`src/rtl/ddrcm_pkg.sv`:
```
// Constants and types for the DDR2 command and mode block.
// Assumes pins are sampled on rising sys_clk.
package ddrcm_pkg;

    // ==========================================================
    // Command codes as {cs_n, ras_n, cas_n, we_n}
    localparam logic [3:0] CMD_MODE = 4'h0;
    localparam logic [3:0] CMD_REF = 4'h1;
    localparam logic [3:0] CMD_PRE = 4'h2;
    localparam logic [3:0] CMD_ACT = 4'h3;
    localparam logic [3:0] CMD_WR = 4'h4;
    localparam logic [3:0] CMD_RD = 4'h5;
    localparam logic [3:0] CMD_NOP = 4'h7;

    // ==========================================================
    // Address roles and mode fields
    localparam int AP_BIT = 10;
    localparam int MODE_W = 13;
    localparam int LEN_MSB = 2;
    localparam int BT_BIT = 3;
    localparam int DLLRST_BIT = 8;
    localparam logic [2:0] BL8_CODE = 3'h3;
    localparam logic [2:0] LAST4 = 3'h3;
    localparam logic [2:0] LAST8 = 3'h7;

    // ==========================================================
    // Register map and bus answers
    localparam int AXI_ADDR_W = 8;
    localparam int PL_W = 3;
    localparam logic [7:0] OFS_CTRL = 8'h00;
    localparam logic [7:0] OFS_STATUS = 8'h04;
    localparam logic [7:0] OFS_MODE = 8'h08;
    localparam logic [7:0] OFS_REFROW = 8'h0C;
    localparam logic [1:0] RESP_OKAY = 2'h0;
    localparam logic [1:0] RESP_SLVERR = 2'h2;

    // ==========================================================
    // Burst engine states
    typedef enum logic [1:0] {BST_IDLE, BST_READ, BST_WRITE} ddrcm_burst_type;

endpackage : ddrcm_pkg

```
`src/rtl/ddrcm_top.sv`:
```
// DDR2 command decode, bank state, burst engine and mode registers.
// Assumes the controller keeps tMRD and tRP itself and that
// pins are synchronous to sys_clk.
//
// Added by the designer: register access over AXI4-Lite and the address map.
`timescale 1ns/1ps
`default_nettype none

// Function
// - NO_OPERATION_COMMAND registers nothing, work continues
// - Bank pins pick mode register, address holds data
// - Activate opens row until bank precharged
// - Read bursts from column, A10 auto precharge
// - Write bursts from column, optional auto precharge
// - Posted latency delays column command registration
// - Mask low stores lane, high keeps location
// - Precharge closes one bank or all
// - Idle bank needs activate before access
// - Precharge to idle bank is accepted
// - Refresh row internal, one per command
// - Refresh code with clock enable low
// - DLL off in self refresh, on after
// - Mode kept until reload, M8 self-clears
// - M0-M2 choose burst of four or eight
// - Burst wraps inside aligned column block
// - M3 chooses sequential or interleaved order
// - Interleave xors beat, sequential wraps nibble
// - Chip select high ignores new commands
module ddrcm_top
    import ddrcm_pkg::*;
#(
    parameter int ROW_W = 14,
    parameter int COL_W = 10,
    parameter int DQ_W = 16,
    parameter int PL_MAX = 5
)
(
    // Clock and reset
    input wire logic sys_clk,
    input wire logic sys_rst,
    // Command pins
    input wire logic cke,
    input wire logic cs_n,
    input wire logic ras_n,
    input wire logic cas_n,
    input wire logic we_n,
    input wire logic [2:0] ba,
    input wire logic [15:0] addr,
    // Write data pins
    input wire logic [DQ_W-1:0] dq_in,
    input wire logic [DQ_W/8-1:0] dm_in,
    // Array access beats
    output logic beat_valid,
    output logic beat_write,
    output logic [1:0] beat_bank,
    output logic [ROW_W-1:0] beat_row,
    output logic [COL_W-1:0] beat_col,
    output logic [DQ_W-1:0] beat_data,
    output logic [DQ_W/8-1:0] beat_lane_en,
    // Maintenance
    output logic refresh_pulse,
    output logic [ROW_W-1:0] refresh_row,
    output logic self_refresh,
    output logic dll_on,
    // AXI4-Lite slave
    input wire logic [AXI_ADDR_W-1:0] s_axi_awaddr,
    input wire logic s_axi_awvalid,
    output logic s_axi_awready,
    input wire logic [31:0] s_axi_wdata,
    input wire logic [3:0] s_axi_wstrb,
    input wire logic s_axi_wvalid,
    output logic s_axi_wready,
    output logic [1:0] s_axi_bresp,
    output logic s_axi_bvalid,
    input wire logic s_axi_bready,
    input wire logic [AXI_ADDR_W-1:0] s_axi_araddr,
    input wire logic s_axi_arvalid,
    output logic s_axi_arready,
    output logic [31:0] s_axi_rdata,
    output logic [1:0] s_axi_rresp,
    output logic s_axi_rvalid,
    input wire logic s_axi_rready
);

    // ==========================================================
    // Queued command layout
    localparam int LANES = DQ_W / 8;
    localparam int E_BA = COL_W;
    localparam int E_AP = COL_W + 2;
    localparam int E_WR = COL_W + 3;
    localparam int EW = COL_W + 4;

    // ==========================================================
    // Helpers
    // Clamp latency to queue depth
    function automatic logic [PL_W-1:0] pl_clamp(input logic [PL_W-1:0] v);
        pl_clamp = (v > PL_W'(PL_MAX)) ? PL_W'(PL_MAX) : v;
    endfunction : pl_clamp

    // Beat n column; fixed upper bits wrap the burst
    function automatic logic [COL_W-1:0] burst_col(input logic [COL_W-1:0] s,
        input logic [2:0] n, input logic il);
        logic [2:0] lo;
        lo = il ? (s[2:0] ^ n) : {s[2] ^ n[2], s[1:0] + n[1:0]};
        burst_col = {s[COL_W-1:3], lo};
    endfunction : burst_col

    // ==========================================================
    // State
    logic sref_reg; // Self refresh active
    logic dll_on_reg; // DLL running
    logic [3:0] open_reg; // Row open per bank
    logic [3:0] open_next;
    logic [ROW_W-1:0] row_reg [0:3]; // Open row per bank
    logic [MODE_W-1:0] mode_reg [0:3]; // Mode register set
    logic [ROW_W-1:0] ref_row_reg; // Internal refresh row
    logic ref_pulse_reg;
    logic [PL_W-1:0] pl_reg; // Posted latency from software
    logic [EW-1:0] pipe_reg [0:PL_MAX]; // Posted command queue
    logic [PL_MAX:0] pipe_v_reg;
    logic [EW-1:0] pipe_next [0:PL_MAX];
    logic [PL_MAX:0] pipe_v_next;
    ddrcm_burst_type burst_st_reg;
    ddrcm_burst_type burst_st_next;
    logic [2:0] bcnt_reg; // Beat count within burst
    logic [2:0] bcnt_next;
    logic [COL_W-1:0] bstart_reg; // Start column
    logic [1:0] bbank_reg; // Burst bank
    logic bap_reg; // Auto precharge at end
    logic bvalid_reg;
    logic rvalid_reg;
    logic [31:0] rdata_reg;
    logic [1:0] rresp_reg;
    logic [1:0] bresp_reg;
    logic aw_hold_reg;
    logic w_hold_reg;
    logic [AXI_ADDR_W-1:0] awaddr_reg;
    logic [31:0] wdata_reg;
    logic [3:0] wstrb_reg;
    logic beat_valid_reg;
    logic beat_write_reg;
    logic [1:0] beat_bank_reg;
    logic [ROW_W-1:0] beat_row_reg;
    logic [COL_W-1:0] beat_col_reg;
    logic [DQ_W-1:0] beat_data_reg;
    logic [LANES-1:0] beat_lane_reg;

    // ==========================================================
    // Command decode; cs_n high matches no code
    wire logic [3:0] cmd_code;
    wire logic awake;
    wire logic live;
    wire logic do_mode;
    wire logic do_act;
    wire logic do_pre;
    wire logic do_ref;
    wire logic do_sref;
    wire logic do_rw;
    wire logic sref_next;
    assign cmd_code = {cs_n, ras_n, cas_n, we_n};
    assign awake = !sref_reg;
    assign live = awake && cke;
    assign do_mode = live && (cmd_code == CMD_MODE);
    assign do_act = live && (cmd_code == CMD_ACT);
    assign do_pre = live && (cmd_code == CMD_PRE);
    assign do_ref = live && (cmd_code == CMD_REF);
    assign do_rw = live && (cmd_code == CMD_WR || cmd_code == CMD_RD);
    assign do_sref = awake && !cke && (cmd_code == CMD_REF);
    assign sref_next = do_sref || (sref_reg && !cke);

    // ==========================================================
    // Mode fields in use
    wire logic bl8;
    wire logic intlv;
    wire logic [2:0] blast;
    wire logic [PL_W-1:0] pl_eff;
    assign bl8 = (mode_reg[0][LEN_MSB:0] == BL8_CODE);
    assign intlv = mode_reg[0][BT_BIT];
    assign blast = bl8 ? LAST8 : LAST4;
    assign pl_eff = pl_clamp(pl_reg);

    // ==========================================================
    // Posted queue: enter at latency slot, leave at 0
    wire logic [EW-1:0] new_entry;
    assign new_entry = {cmd_code == CMD_WR, addr[AP_BIT], ba[1:0], addr[COL_W-1:0]};

    // Shift to slot 0, insert new command
    always_comb
    begin
        pipe_next[PL_MAX] = '0;
        pipe_v_next[PL_MAX] = 1'b0;
        for (int i = 0; i < PL_MAX; i++)
        begin
            pipe_next[i] = pipe_reg[i+1];
            pipe_v_next[i] = pipe_v_reg[i+1];
        end
        if (do_rw)
        begin
            pipe_next[pl_eff] = new_entry;
            pipe_v_next[pl_eff] = 1'b1;
        end
    end

    // Queue registers
    always_ff @(posedge sys_clk or posedge sys_rst)
    begin
        if (sys_rst)
        begin
            pipe_v_reg <= '0;
            for (int i = 0; i <= PL_MAX; i++)
                pipe_reg[i] <= '0;
        end
        else
        begin
            pipe_v_reg <= pipe_v_next;
            for (int i = 0; i <= PL_MAX; i++)
                pipe_reg[i] <= pipe_next[i];
        end
    end

    // ==========================================================
    // Registration; closed bank drops the access
    wire logic [1:0] q_bank;
    wire logic reg_rw;
    wire logic busy;
    wire logic burst_end;
    assign q_bank = pipe_reg[0][E_BA+:2];
    assign reg_rw = pipe_v_reg[0] && open_reg[q_bank];
    assign busy = (burst_st_reg != BST_IDLE);
    assign burst_end = busy && (bcnt_reg == blast);

    // Burst next state; new command restarts
    always_comb
    begin
        burst_st_next = burst_st_reg;
        bcnt_next = busy ? bcnt_reg + 3'h1 : 3'h0;
        case (burst_st_reg)
            BST_IDLE: burst_st_next = BST_IDLE;
            BST_READ, BST_WRITE:
                if (burst_end)
                    burst_st_next = BST_IDLE;
            default: burst_st_next = BST_IDLE;
        endcase
        if (reg_rw)
        begin
            burst_st_next = pipe_reg[0][E_WR] ? BST_WRITE : BST_READ;
            bcnt_next = 3'h0;
        end
    end

    // Burst registers
    always_ff @(posedge sys_clk or posedge sys_rst)
    begin
        if (sys_rst)
        begin
            burst_st_reg <= BST_IDLE;
            bcnt_reg <= 3'h0;
            bstart_reg <= '0;
            bbank_reg <= 2'h0;
            bap_reg <= 1'b0;
        end
        else
        begin
            burst_st_reg <= burst_st_next;
            bcnt_reg <= bcnt_next;
            if (reg_rw)
            begin
                bstart_reg <= pipe_reg[0][COL_W-1:0];
                bbank_reg <= q_bank;
                bap_reg <= pipe_reg[0][E_AP];
            end
        end
    end

    // ==========================================================
    // Bank state; others usable while one closes
    always_comb
    begin
        open_next = open_reg;
        if (burst_end && bap_reg)
            open_next[bbank_reg] = 1'b0;
        if (do_pre)
        begin
            // Precharge of an idle bank is harmless
            if (addr[AP_BIT])
                open_next = '0;
            else
                open_next[ba[1:0]] = 1'b0;
        end
        if (do_act)
            open_next[ba[1:0]] = 1'b1;
    end

    // Bank and row registers
    always_ff @(posedge sys_clk or posedge sys_rst)
    begin
        if (sys_rst)
        begin
            open_reg <= '0;
            for (int i = 0; i < 4; i++)
                row_reg[i] <= '0;
        end
        else
        begin
            open_reg <= open_next;
            if (do_act)
                row_reg[ba[1:0]] <= addr[ROW_W-1:0];
        end
    end

    // ==========================================================
    // Beat outputs; write data taken in beat cycle
    always_ff @(posedge sys_clk or posedge sys_rst)
    begin
        if (sys_rst)
        begin
            beat_valid_reg <= 1'b0;
            beat_write_reg <= 1'b0;
            beat_bank_reg <= 2'h0;
            beat_row_reg <= '0;
            beat_col_reg <= '0;
            beat_data_reg <= '0;
            beat_lane_reg <= '0;
        end
        else
        begin
            beat_valid_reg <= busy;
            beat_write_reg <= (burst_st_reg == BST_WRITE);
            beat_bank_reg <= bbank_reg;
            beat_row_reg <= row_reg[bbank_reg];
            beat_col_reg <= burst_col(bstart_reg, bcnt_reg, intlv);
            beat_data_reg <= dq_in;
            // Masked lanes are never enabled
            beat_lane_reg <= (burst_st_reg == BST_WRITE) ? ~dm_in : '0;
        end
    end

    // ==========================================================
    // Mode registers, refresh counter, self refresh and DLL
    always_ff @(posedge sys_clk or posedge sys_rst)
    begin
        if (sys_rst)
        begin
            for (int i = 0; i < 4; i++)
                mode_reg[i] <= '0;
            ref_row_reg <= '0;
            ref_pulse_reg <= 1'b0;
            sref_reg <= 1'b0;
            dll_on_reg <= 1'b1;
        end
        else
        begin
            // New load beats M8 self-clear
            if (do_mode)
                mode_reg[ba[1:0]] <= addr[MODE_W-1:0];
            else if (mode_reg[0][DLLRST_BIT])
                mode_reg[0][DLLRST_BIT] <= 1'b0;
            // Row from counter, address ignored
            if (do_ref || do_sref)
                ref_row_reg <= ref_row_reg + ROW_W'(1);
            ref_pulse_reg <= do_ref || do_sref;
            sref_reg <= sref_next;
            dll_on_reg <= !sref_next;
        end
    end

    // ==========================================================
    // AXI4-Lite slave, one write and one read
    wire logic wr_fire;
    wire logic wr_ctrl;
    wire logic rd_fire;
    wire logic [31:0] status_word;
    wire logic [31:0] rd_word;
    wire logic rd_hit;
    assign s_axi_awready = !aw_hold_reg && !bvalid_reg;
    assign s_axi_wready = !w_hold_reg && !bvalid_reg;
    assign s_axi_arready = !rvalid_reg;
    assign wr_fire = aw_hold_reg && w_hold_reg;
    assign wr_ctrl = wr_fire && (awaddr_reg == OFS_CTRL) && wstrb_reg[0];
    assign rd_fire = s_axi_arvalid && !rvalid_reg;
    assign status_word = 32'({busy, dll_on_reg, sref_reg, open_reg});
    assign rd_hit = (s_axi_araddr == OFS_CTRL) || (s_axi_araddr == OFS_STATUS)
        || (s_axi_araddr == OFS_MODE) || (s_axi_araddr == OFS_REFROW);
    assign rd_word = (s_axi_araddr == OFS_CTRL) ? 32'(pl_reg)
        : (s_axi_araddr == OFS_STATUS) ? status_word
        : (s_axi_araddr == OFS_MODE) ? 32'(mode_reg[0])
        : (s_axi_araddr == OFS_REFROW) ? 32'(ref_row_reg) : 32'h0000_0000;

    // Write path: halves taken in either order
    always_ff @(posedge sys_clk or posedge sys_rst)
    begin
        if (sys_rst)
        begin
            aw_hold_reg <= 1'b0;
            w_hold_reg <= 1'b0;
            awaddr_reg <= '0;
            wdata_reg <= '0;
            wstrb_reg <= 4'h0;
            bvalid_reg <= 1'b0;
            bresp_reg <= RESP_OKAY;
            pl_reg <= '0;
        end
        else
        begin
            if (s_axi_awvalid && s_axi_awready)
            begin
                aw_hold_reg <= 1'b1;
                awaddr_reg <= s_axi_awaddr;
            end
            if (s_axi_wvalid && s_axi_wready)
            begin
                w_hold_reg <= 1'b1;
                wdata_reg <= s_axi_wdata;
                wstrb_reg <= s_axi_wstrb;
            end
            if (wr_fire)
            begin
                aw_hold_reg <= 1'b0;
                w_hold_reg <= 1'b0;
                bvalid_reg <= 1'b1;
                // Only the control word is writable
                bresp_reg <= (awaddr_reg == OFS_CTRL) ? RESP_OKAY : RESP_SLVERR;
            end
            else if (bvalid_reg && s_axi_bready)
                bvalid_reg <= 1'b0;
            if (wr_ctrl)
                pl_reg <= wdata_reg[PL_W-1:0];
        end
    end

    // Read path: answer a cycle after address
    always_ff @(posedge sys_clk or posedge sys_rst)
    begin
        if (sys_rst)
        begin
            rvalid_reg <= 1'b0;
            rdata_reg <= '0;
            rresp_reg <= RESP_OKAY;
        end
        else if (rd_fire)
        begin
            rvalid_reg <= 1'b1;
            rdata_reg <= rd_word;
            rresp_reg <= rd_hit ? RESP_OKAY : RESP_SLVERR;
        end
        else if (rvalid_reg && s_axi_rready)
            rvalid_reg <= 1'b0;
    end

    // ==========================================================
    // Output drive
    assign s_axi_bvalid = bvalid_reg;
    assign s_axi_bresp = bresp_reg;
    assign s_axi_rvalid = rvalid_reg;
    assign s_axi_rdata = rdata_reg;
    assign s_axi_rresp = rresp_reg;
    assign beat_valid = beat_valid_reg;
    assign beat_write = beat_write_reg;
    assign beat_bank = beat_bank_reg;
    assign beat_row = beat_row_reg;
    assign beat_col = beat_col_reg;
    assign beat_data = beat_data_reg;
    assign beat_lane_en = beat_lane_reg;
    assign refresh_pulse = ref_pulse_reg;
    assign refresh_row = ref_row_reg;
    assign self_refresh = sref_reg;
    assign dll_on = dll_on_reg;
endmodule : ddrcm_top

`default_nettype wire

```
`config.mk`:
```
export PLATFORM = sky130hd
export DESIGN_NAME = ddrcm_top
export DESIGN_NICKNAME = d
export VERILOG_FILES = /design/src/rtl/ddrcm_pkg.sv /design/src/rtl/ddrcm_top.sv
export SDC_FILE = /design/constraint.sdc
export NUM_CORES = 1
export LEC_CHECK = 0
export BUFFER_PORTS_ARGS = -buffer_cell sky130_fd_sc_hd__buf_2
export CORE_MARGIN = 2
export CORE_UTILIZATION = 50
export DETAILED_ROUTE_END_ITERATION = 6
export PLACE_DENSITY_LB_ADDON = 0.05
export SYNTH_ARGS = -nofsm -noshare
export SYNTH_HDL_FRONTEND = slang
export SYNTH_SLANG_ARGS = --single-unit
```
`constraint.sdc`:
```
create_clock -name sys_clk -period 10.35 [get_ports sys_clk]
set_input_delay 3.105 -clock sys_clk [delete_from_list [all_inputs] [get_ports sys_clk]]
set_output_delay 3.105 -clock sys_clk [all_outputs]
set_load 0.03 [all_outputs]
```
======== Word-level counts from Yosys, hierarchy flattened ========
Cells that the tools add are included.
word-level totals
  register bits after elaboration ......... 338
  latch bits .............................. 0
  bits in writable memories ............... 0
  ROM bits ................................ 0
  word-level logic and storage cells ...... 185
  memories kept ........................... 0
operators by class
  add/sub/neg operators ................... 3
  multipliers ............................. 0
  div/mod/pow operators ................... 0
  magnitude comparators ................... 13
  equal/unequal tests ..................... 13
  shifts and indexed selects .............. 0
  mux-type cells .......................... 51
  bitwise operators ....................... 12
  reduce and logical (&&, ||, !) cells .... 49
operator list
  cell                   number
  $mux 14                8
  $bwmux 84              1
  $mux 84                1
  $bwmux 56              1
  $bwmux 52              1
  $demux 14 s3           1
  $bmux 14 s2            1
  $demux 14 s2           1
  $logic_and 1x1->1      27
  $demux 13 s2           1
  $eq 8x4->1 const B     2
  $logic_not 8->1        2
  $mux 4                 4
  $mux 3                 5
  $add 14x1->14 const B  1
  $mux 2                 7
  $mux 1                 13
  $mux 13                1
  $reduce_bool 2->1      5
  $lt 2x3->1 const B     3
  $and 4x4->4            2
  $eq 4x2->1 const B     2
  $eq 4x3->1 const B     2
  $eq 8x3->1 const B     1
  other kinds (32)       48

======== Longest topological paths before layout ========
Gate-level depths: netlist of run 1.
  depth after elaboration ................. 12
  mapped depth ............................ 6
  mapped depth without buffers ............ 6

======== Worst setup path after synthesis of run 1 ========
No wires, ideal clock.
  kind .................................... input-to-reg
  start ................................... input cas_n
  end ..................................... register pipe_reg[47] (netlist bit)
  library setup time ...................... 125 ps
  data arrival time ....................... 4,810 ps
  required time ........................... 10,225 ps
  slack ................................... 5,415 ps
  stages on the path ...................... 6
  path buffers ............................ 2
  cells stage by stage .................... or3b_1 > or3_1 > buf_6 > nor3b_4 > buf_8 > mux2_4
RTL lines
  what                             RTL line          RTL
  from (decl)                      ddrcm_top.sv:45   input wire logic cas_n,
  to (signal, indexed assignment)  ddrcm_top.sv:217  pipe_reg[i] <= pipe_next[i];
  to (decl)                        ddrcm_top.sv:119  logic [EW-1:0] pipe_reg [0:PL_MAX];

==> results of run 1 <==
## stage by stage
stage / instance area, um^2 / util / hold WS, ps / power (uW) / instances
final: 12800 / 0.592 / 370 / 2600 / 1186
after global routing: 12800 / 0.592 / 381 / 2720 / 1186
after CTS: 12800 / 0.592 / 373 / 2630 / 1184
after detailed placement: 11900 / 0.547 / 359 / 1560 / 1133
after global placement: 11900 / 0.547 / 359 / 1550 / 1133
after floorplan: 11000 / - / 350 / 1480 / 756
## cell type report
class                      instances  area, um^2  area share
antenna                            2        5.00    0.000390
inverter                          15        60.1     0.00468
timing repair buffer             154         796      0.0619
tap                              280         350      0.0273
sequential                       279        6980       0.544
clock inverter                     9         149      0.0116
multi-input combinational        405        3670       0.286
clock buffer                      42         835      0.0650
## logic make-up (layout without fill, tap and decap cells)
| logic type | after synthesis | after routing | synth area share |
|---|---|---|---|
| flip-flops | 279 | 279 | 0.637 |
| multiplexers | 195 | 195 | 0.220 |
| AND/OR/NAND/NOR | 129 | 129 | 0.0660 |
| buffers and inverters | 72 | 220 | 0.0350 |
| AO/OA/AOI/OAI | 38 | 38 | 0.0219 |
| XOR/XNOR | 18 | 18 | 0.0144 |
| adder cells (fa/ha/maj) | 5 | 5 | 0.00571 |
| other | 1 | 22 | 0.000342 |
## worst max-delay path: cells and delay by family
family / cells / cell delay [ps]
and+or+nand+nor: 3 / 1710
muxes: 1 / 420
buffers and inverters: 1 / 140
## worst max path at each step
| stage | startpoint | cells after the start | slack [ps] | end |
|---|---|---|---|---|
| 6_report | cas_n | 5 | 5380 | pipe_reg[46] |
| 5_1_grt | cas_n | 5 | 5290 | pipe_reg[46] |
| 4_1_cts | cas_n | 5 | 5380 | pipe_reg[46] |
| 3_5_place_dp | cas_n | 5 | 4830 | pipe_reg[46] |
| 3_3_place_gp | cas_n | 5 | 4840 | pipe_reg[46] |
| 2_1_floorplan | sys_rst | 1 | 3550 | aw_hold_reg |
## layout by cell type (no fill, tap or decap), types with 3 or more instances in the layout
| master | count |
|---|---|
| dfrtp_1 | 278 |
| mux2_2 | 160 |
| buf_2 | 149 |
| nand2_1 | 34 |
| clkbuf_16 | 29 |
| conb_1 | 20 |
| mux4_2 | 17 |
| nor2_1 | 16 |
| and2_1 | 16 |
| o21ai_0 | 16 |
| inv_1 | 14 |
| xnor2_1 | 12 |
| nand3_1 | 12 |
| nor2b_1 | 10 |
| mux2_4 | 9 |
| mux2i_1 | 9 |
| nand4_1 | 7 |
| o211ai_1 | 7 |
| clkbuf_1 | 7 |
| xor2_1 | 6 |
| nor3_1 | 6 |
| clkbuf_8 | 6 |
| or2_2 | 5 |
| ha_1 | 5 |
| a22oi_1 | 4 |
| bufinv_16 | 4 |
| clkinv_2 | 4 |
| buf_4 | 4 |
| nand2b_1 | 3 |
| o22ai_1 | 3 |
| a21o_1 | 3 |
## where the power goes
group / internal (uW) / switching (uW) / total (uW)
clock network: 655 / 404 / 1060
registers: 1190 / 62.7 / 1250
logic: 123 / 171 / 295
total: 1960 / 638 / 2600
## routing by layer
layer,vias to the layer above,part of all wire
li1,2816,-
met1,3137,0.44
met2,168,0.50
met3,34,0.046
met4,0,0.019
met5,-,0
==> key figures, run 1 <==
Placement
  – I/O Buffers: roughly 150
  – Pre-CTS WS: around 4800 ps
  – Gpl congestion: about 0.79
  – Final HPWL DP: 14.2 mm

Die
  – Initial Util: 0.506
  – Die area: ~23000 um^2
  – Die Wd: approximately 150 um
  – Num rows: 54
  – I/O Pins: around 210
  – Die Span Y: approximately 150 um
  – Core area: roughly 22000 um^2

Power
  – Leakage power: 0.00649 uW
  – Worst vdd ir: ~110 uV
  – Power density cells: around 200 nW/um^2

Timing
  – Slew HR: 0.279
  – Crit share post-route: 0.480
  – PnR worst setup slack: ~5400 ps
  – Final hold vios: 0
  – Fin. max-slew vios: 0
  – Post-layout min period: ~5000 ps
  – Worst Skew: around 8.6 ps
  – Worst-margin pin slew: ~1100 ps
  – RSZ-0062 raised after global routing: false
  – Fmax: between 200 and 250 MHz
  – Setup TNS: 0 ps
  – # setup viols final: 0

Yosys
  – Post-synth ARST share: 1.00
  – Area leader, netlist: dfrtp_1
  – #FFs+latches synth: approximately 280
  – Post-Syn Area per Cell: approximately 15 um^2
  – Sequential share of the synthesized area: 0.637
  – Dominant cells by area after synthesis: dfrtp_1 63%, mux2_2 16%, mux4_2 3.5%, buf_4 1.5%, mux2_4 1.2%
  – Most used DFF post-synth: dfrtp_1
  – Mapped cell area: between 10000 and 15000 um^2
  – Most frequent cell after synthesis: dfrtp_1
  – Top cells by count, synth: 278 x dfrtp_1, 160 x mux2_2, 34 x nand2_1
  – EDFF count, synth: 0
  – Synth top area share: 0.634
  – YS warnings: 0
  – Post-synthesis cell type count: 50
  – Cells after Synth: roughly 740

Global route
  – Initial antenna violation count: 2
  – Met1 usage: 0.256
  – Most Crowded Layer GR: met2
  – Met2 layer usage reported by global route: 0.329
  – Total grt overflow: 0
  – Largest net degree at the start of global routing: approximately 190
  – First-pass GRT wire length: approximately 36 mm
  – Vias in the first global route: ~6700
  – Met3 Usage GRT: 0.0317
  – GRT Total Usage: 0.191

Min path
  – Hold path depth: 0
  – Hold path endpoint: beat_col[3]
  – Hold Crit Start: bstart_reg[3]
  – Hold WC Path Type: reg -> reg

Setup path
  – CP startpoint kind: primary input
  – Worst Setup End Kind: register
  – Worst r2r src: self_refresh
  – Crit-path slowest cell: nor3b_4
  – Reg2reg end: pipe_reg[46]
  – Reg2reg setup slack: around 7600 ps
  – CP max FO: 15
  – Reg2Reg Depth: 4
  – CP Class: in -> reg
  – Crit path DAT: 5380 ps
  – Critical-path cell list: buf_2, or3b_1, or3_1, nor3b_4, mux2_2
  – CP peak stage delay: between 700 and 800 ps
  – WP data required: 10760 ps

Routing
  – DR vias/cell: ~5.2
  – Final ANT Viol Nets: 0
  – Via count: 6155
  – # DRC: 0
  – Avg WL per Cell: 18.2 um
  – DRT iter0 DRCs: ~220
  – Total wire length: roughly 22 mm
  – Detailed-router iteration count before antenna repair: 4

Run status
  – Status: finished, final reports clean

Final layout
  – Fillers: approximately 1700
  – Max FFs per register: 84
  – Final nets: 990
  – P&R area growth vs syn: 17.2%
  – Share of cells above drive strength 1: 0.438

Clocking
  – CTS Hold Bufs: 0
  – CTS tree: yes
  – Num CTS Buffers: 29
  – Reg clk slew, reported paths: ~60 ps
  – Setup repair bufs after CTS: 0
  – CTS sink count: roughly 280
  – Post-CTS resize count: 0
  – H-tree levels: 1
  – Clk_lat worst skew: 530 ps
  – Clock buffer depth: 3
  – Root buffer cell: clkbuf_16

Flow run
  – Maxcap violations: 0
(Power assumes the default switching activity.)
==> run 2: changes to the inputs <==
CORE_UTILIZATION = 55   (was 50)
clock period = 5.2 ns   (was 10.35 ns; I/O delays follow)
==> run 2 against run 1 <==
  * Total power grew 95%
  * Via count hardly changed
  * Worst setup slack got worse by 3600 ps
  * Wire length is 2.0% lower
  * Flip-flop and latch count is the same
  * First-iteration DRC count is 30% higher
  * Sequential power is 98% higher
  * Critical endpoint is now pipe_reg[43]
==> key figures, run 2 (synthesized netlist as in run 1, its figures left out) <==
Run status
  – Status: finished, final reports clean

Die
  – Die Wd: 145 um
  – Core area: between 15000 and 20000 um^2
  – Die area: between 20000 and 25000 um^2
  – Num rows: slightly above 50
  – I/O Pins: around 200
  – Initial Util: 0.562
  – Die Span Y: between 100 and 150 um

Clocking
  – H-tree levels: 1
  – Reg clk slew, reported paths: around 60 ps
  – Post-CTS resize count: 0
  – Setup repair bufs after CTS: 0
  – CTS tree: yes
  – Clock buffer depth: 3
  – Root buffer cell: clkbuf_16
  – CTS sink count: approximately 280
  – Num CTS Buffers: 28
  – CTS Hold Bufs: 0
  – Clk_lat worst skew: 530 ps

Placement
  – Placed inst area: roughly 12000 um^2
  – I/O Buffers: ~150
  – Final HPWL DP: approximately 14 mm
  – Gpl congestion: roughly 0.8
  – Pre-CTS WS: approximately 1200 ps

Timing
  – Worst hold slack: about 370 ps
  – PnR worst setup slack: ~1800 ps
  – RSZ-0062 raised after global routing: false
  – Slew HR: 0.301
  – Worst Skew: 21.5 ps
  – Worst-margin pin slew: between 1000 and 1500 ps
  – Fin. max-slew vios: 0
  – Crit share post-route: 0.663
  – # setup viols final: 0
  – Post-layout min period: between 3000 and 4000 ps
  – Final hold vios: 0
  – Setup TNS: 0 ps
  – Fmax: 290 MHz

Setup path
  – Top Family by Delay on Critical Path: simple AND/OR/NAND/NOR gates
  – Critical-path cell list: buf_2, or3b_1, or3_1, nor3b_4, mux2_2
  – Crit-path slowest cell: nor3b_4
  – CP startpoint kind: primary input
  – Worst Setup End Kind: register
  – CP peak stage delay: roughly 780 ps
  – WP data required: approximately 5600 ps
  – CP max FO: 15
  – Critical path buffers and inverters: 1
  – CP Class: in -> reg
  – Crit path DAT: around 3900 ps

Final layout
  – P&R area growth vs syn: 16.9%
  – Commonest non-fill, non-tap cell in the layout: dfrtp_1
  – Fin util: 0.656
  – Share of cells above drive strength 1: 0.439
  – Final nets: slightly below 1000
  – Max FFs per register: 84
  – Commonest non-fill, non-tap cells in the layout: 278 x dfrtp_1, 160 x mux2_2, 149 x buf_2
  – Inserted Diodes: 0
  – Finished Cell Area: around 13000 um^2

Min path
  – Hold WC Path Type: reg -> reg

Power
  – Power density cells: between 300 and 400 nW/um^2
  – Worst vdd ir: 361 uV
  – Leakage power: between 0.006 and 0.007 uW

Routing
  – Total wire length: 21.1 mm
  – Final ANT Viol Nets: 0
  – DR vias/cell: ~5.3
  – # DRC: 0
  – DRT iter0 DRCs: 291
  – Avg WL per Cell: about 18 um
  – Detailed-router iteration count before antenna repair: 4
  – Via count: 6151

Global route
  – Vias in the first global route: between 6000 and 7000
  – First-pass GRT wire length: roughly 35 mm
  – GRT Total Usage: 0.208
  – Total grt overflow: 0
  – Initial antenna violation count: 0
  – Largest net degree at the start of global routing: between 90 and 100

Flow run
  – Maxcap violations: 0
run 2: cell count changes in the layout (fill, tap and decap cells not counted):
cell and change:
clkinvlp_4 +1, clkbuf_8 +1, buf_12 +2, bufinv_16 -2, diode_2 -2, inv_6 -1
run 2: layout make-up:
cell class / instances / area (um^2)
Clock buffer: 43 / 848
Sequential cell: 279 / 6980
Clock inverter: 7 / 87.6
Inverter: 15 / 60.1
Fill cell: 1456 / 6710
Multi-Input combinational cell: 405 / 3670
Timing Repair Buffer: 156 / 836
Tap cell: 265 / 332
run 2: power breakdown:
| group | leakage (uW) | switching, uW | total, uW | internal (uW) |
|---|---|---|---|---|
| Combinational | 0.00229 | 343 | 592 | 249 |
| Sequential | 0.00374 | 123 | 2480 | 2360 |
| Clock | 0.000460 | 775 | 1990 | 1210 |
run 2: final timing paths:
kind / to / cells after the start / slack (ps) / startpoint
setup / recovery: pipe_reg[43] / 5 / 1750 / cas_n
hold / removal: beat_col[7] / 0 / 370 / bstart_reg[7]
setup reg to reg: pipe_reg[43] / 4 / 2400 / self_refresh
hold reg to reg: beat_col[7] / 0 / 370 / bstart_reg[7]
max in group asynchronous: pipe_reg[10] / 3 / 3140 / sys_rst
min in group asynchronous: beat_data[4] / 2 / 1140 / sys_rst
run 2: worst register-to-register path: cells and delay by family, from the launching register on:
| family | cells | cell delay (ps) |
|---|---|---|
| DFF | 1 | 490 |
| and+or+nand+nor | 3 | 1750 |
| muxes | 1 | 430 |
run 2: layer usage:
metal | GRT usage | vias up | wire [um]
li1 | - | 2817 | -
met1 | 0.287 | 3146 | 9380
met2 | 0.351 | 159 | 10500
met3 | 0.0314 | 29 | 889
met4 | 0.0525 | 0 | 354
met5 | 0 | - | 0
run 2: through the flow:
step / total power (uW) / cells
2_1_floorplan: 2940 / 756
3_3_place_gp: 3080 / 1120
3_5_place_dp: 3120 / 1120
4_1_cts: 5130 / 1170
5_1_grt: 5290 / 1170
6_report: 5060 / 1170
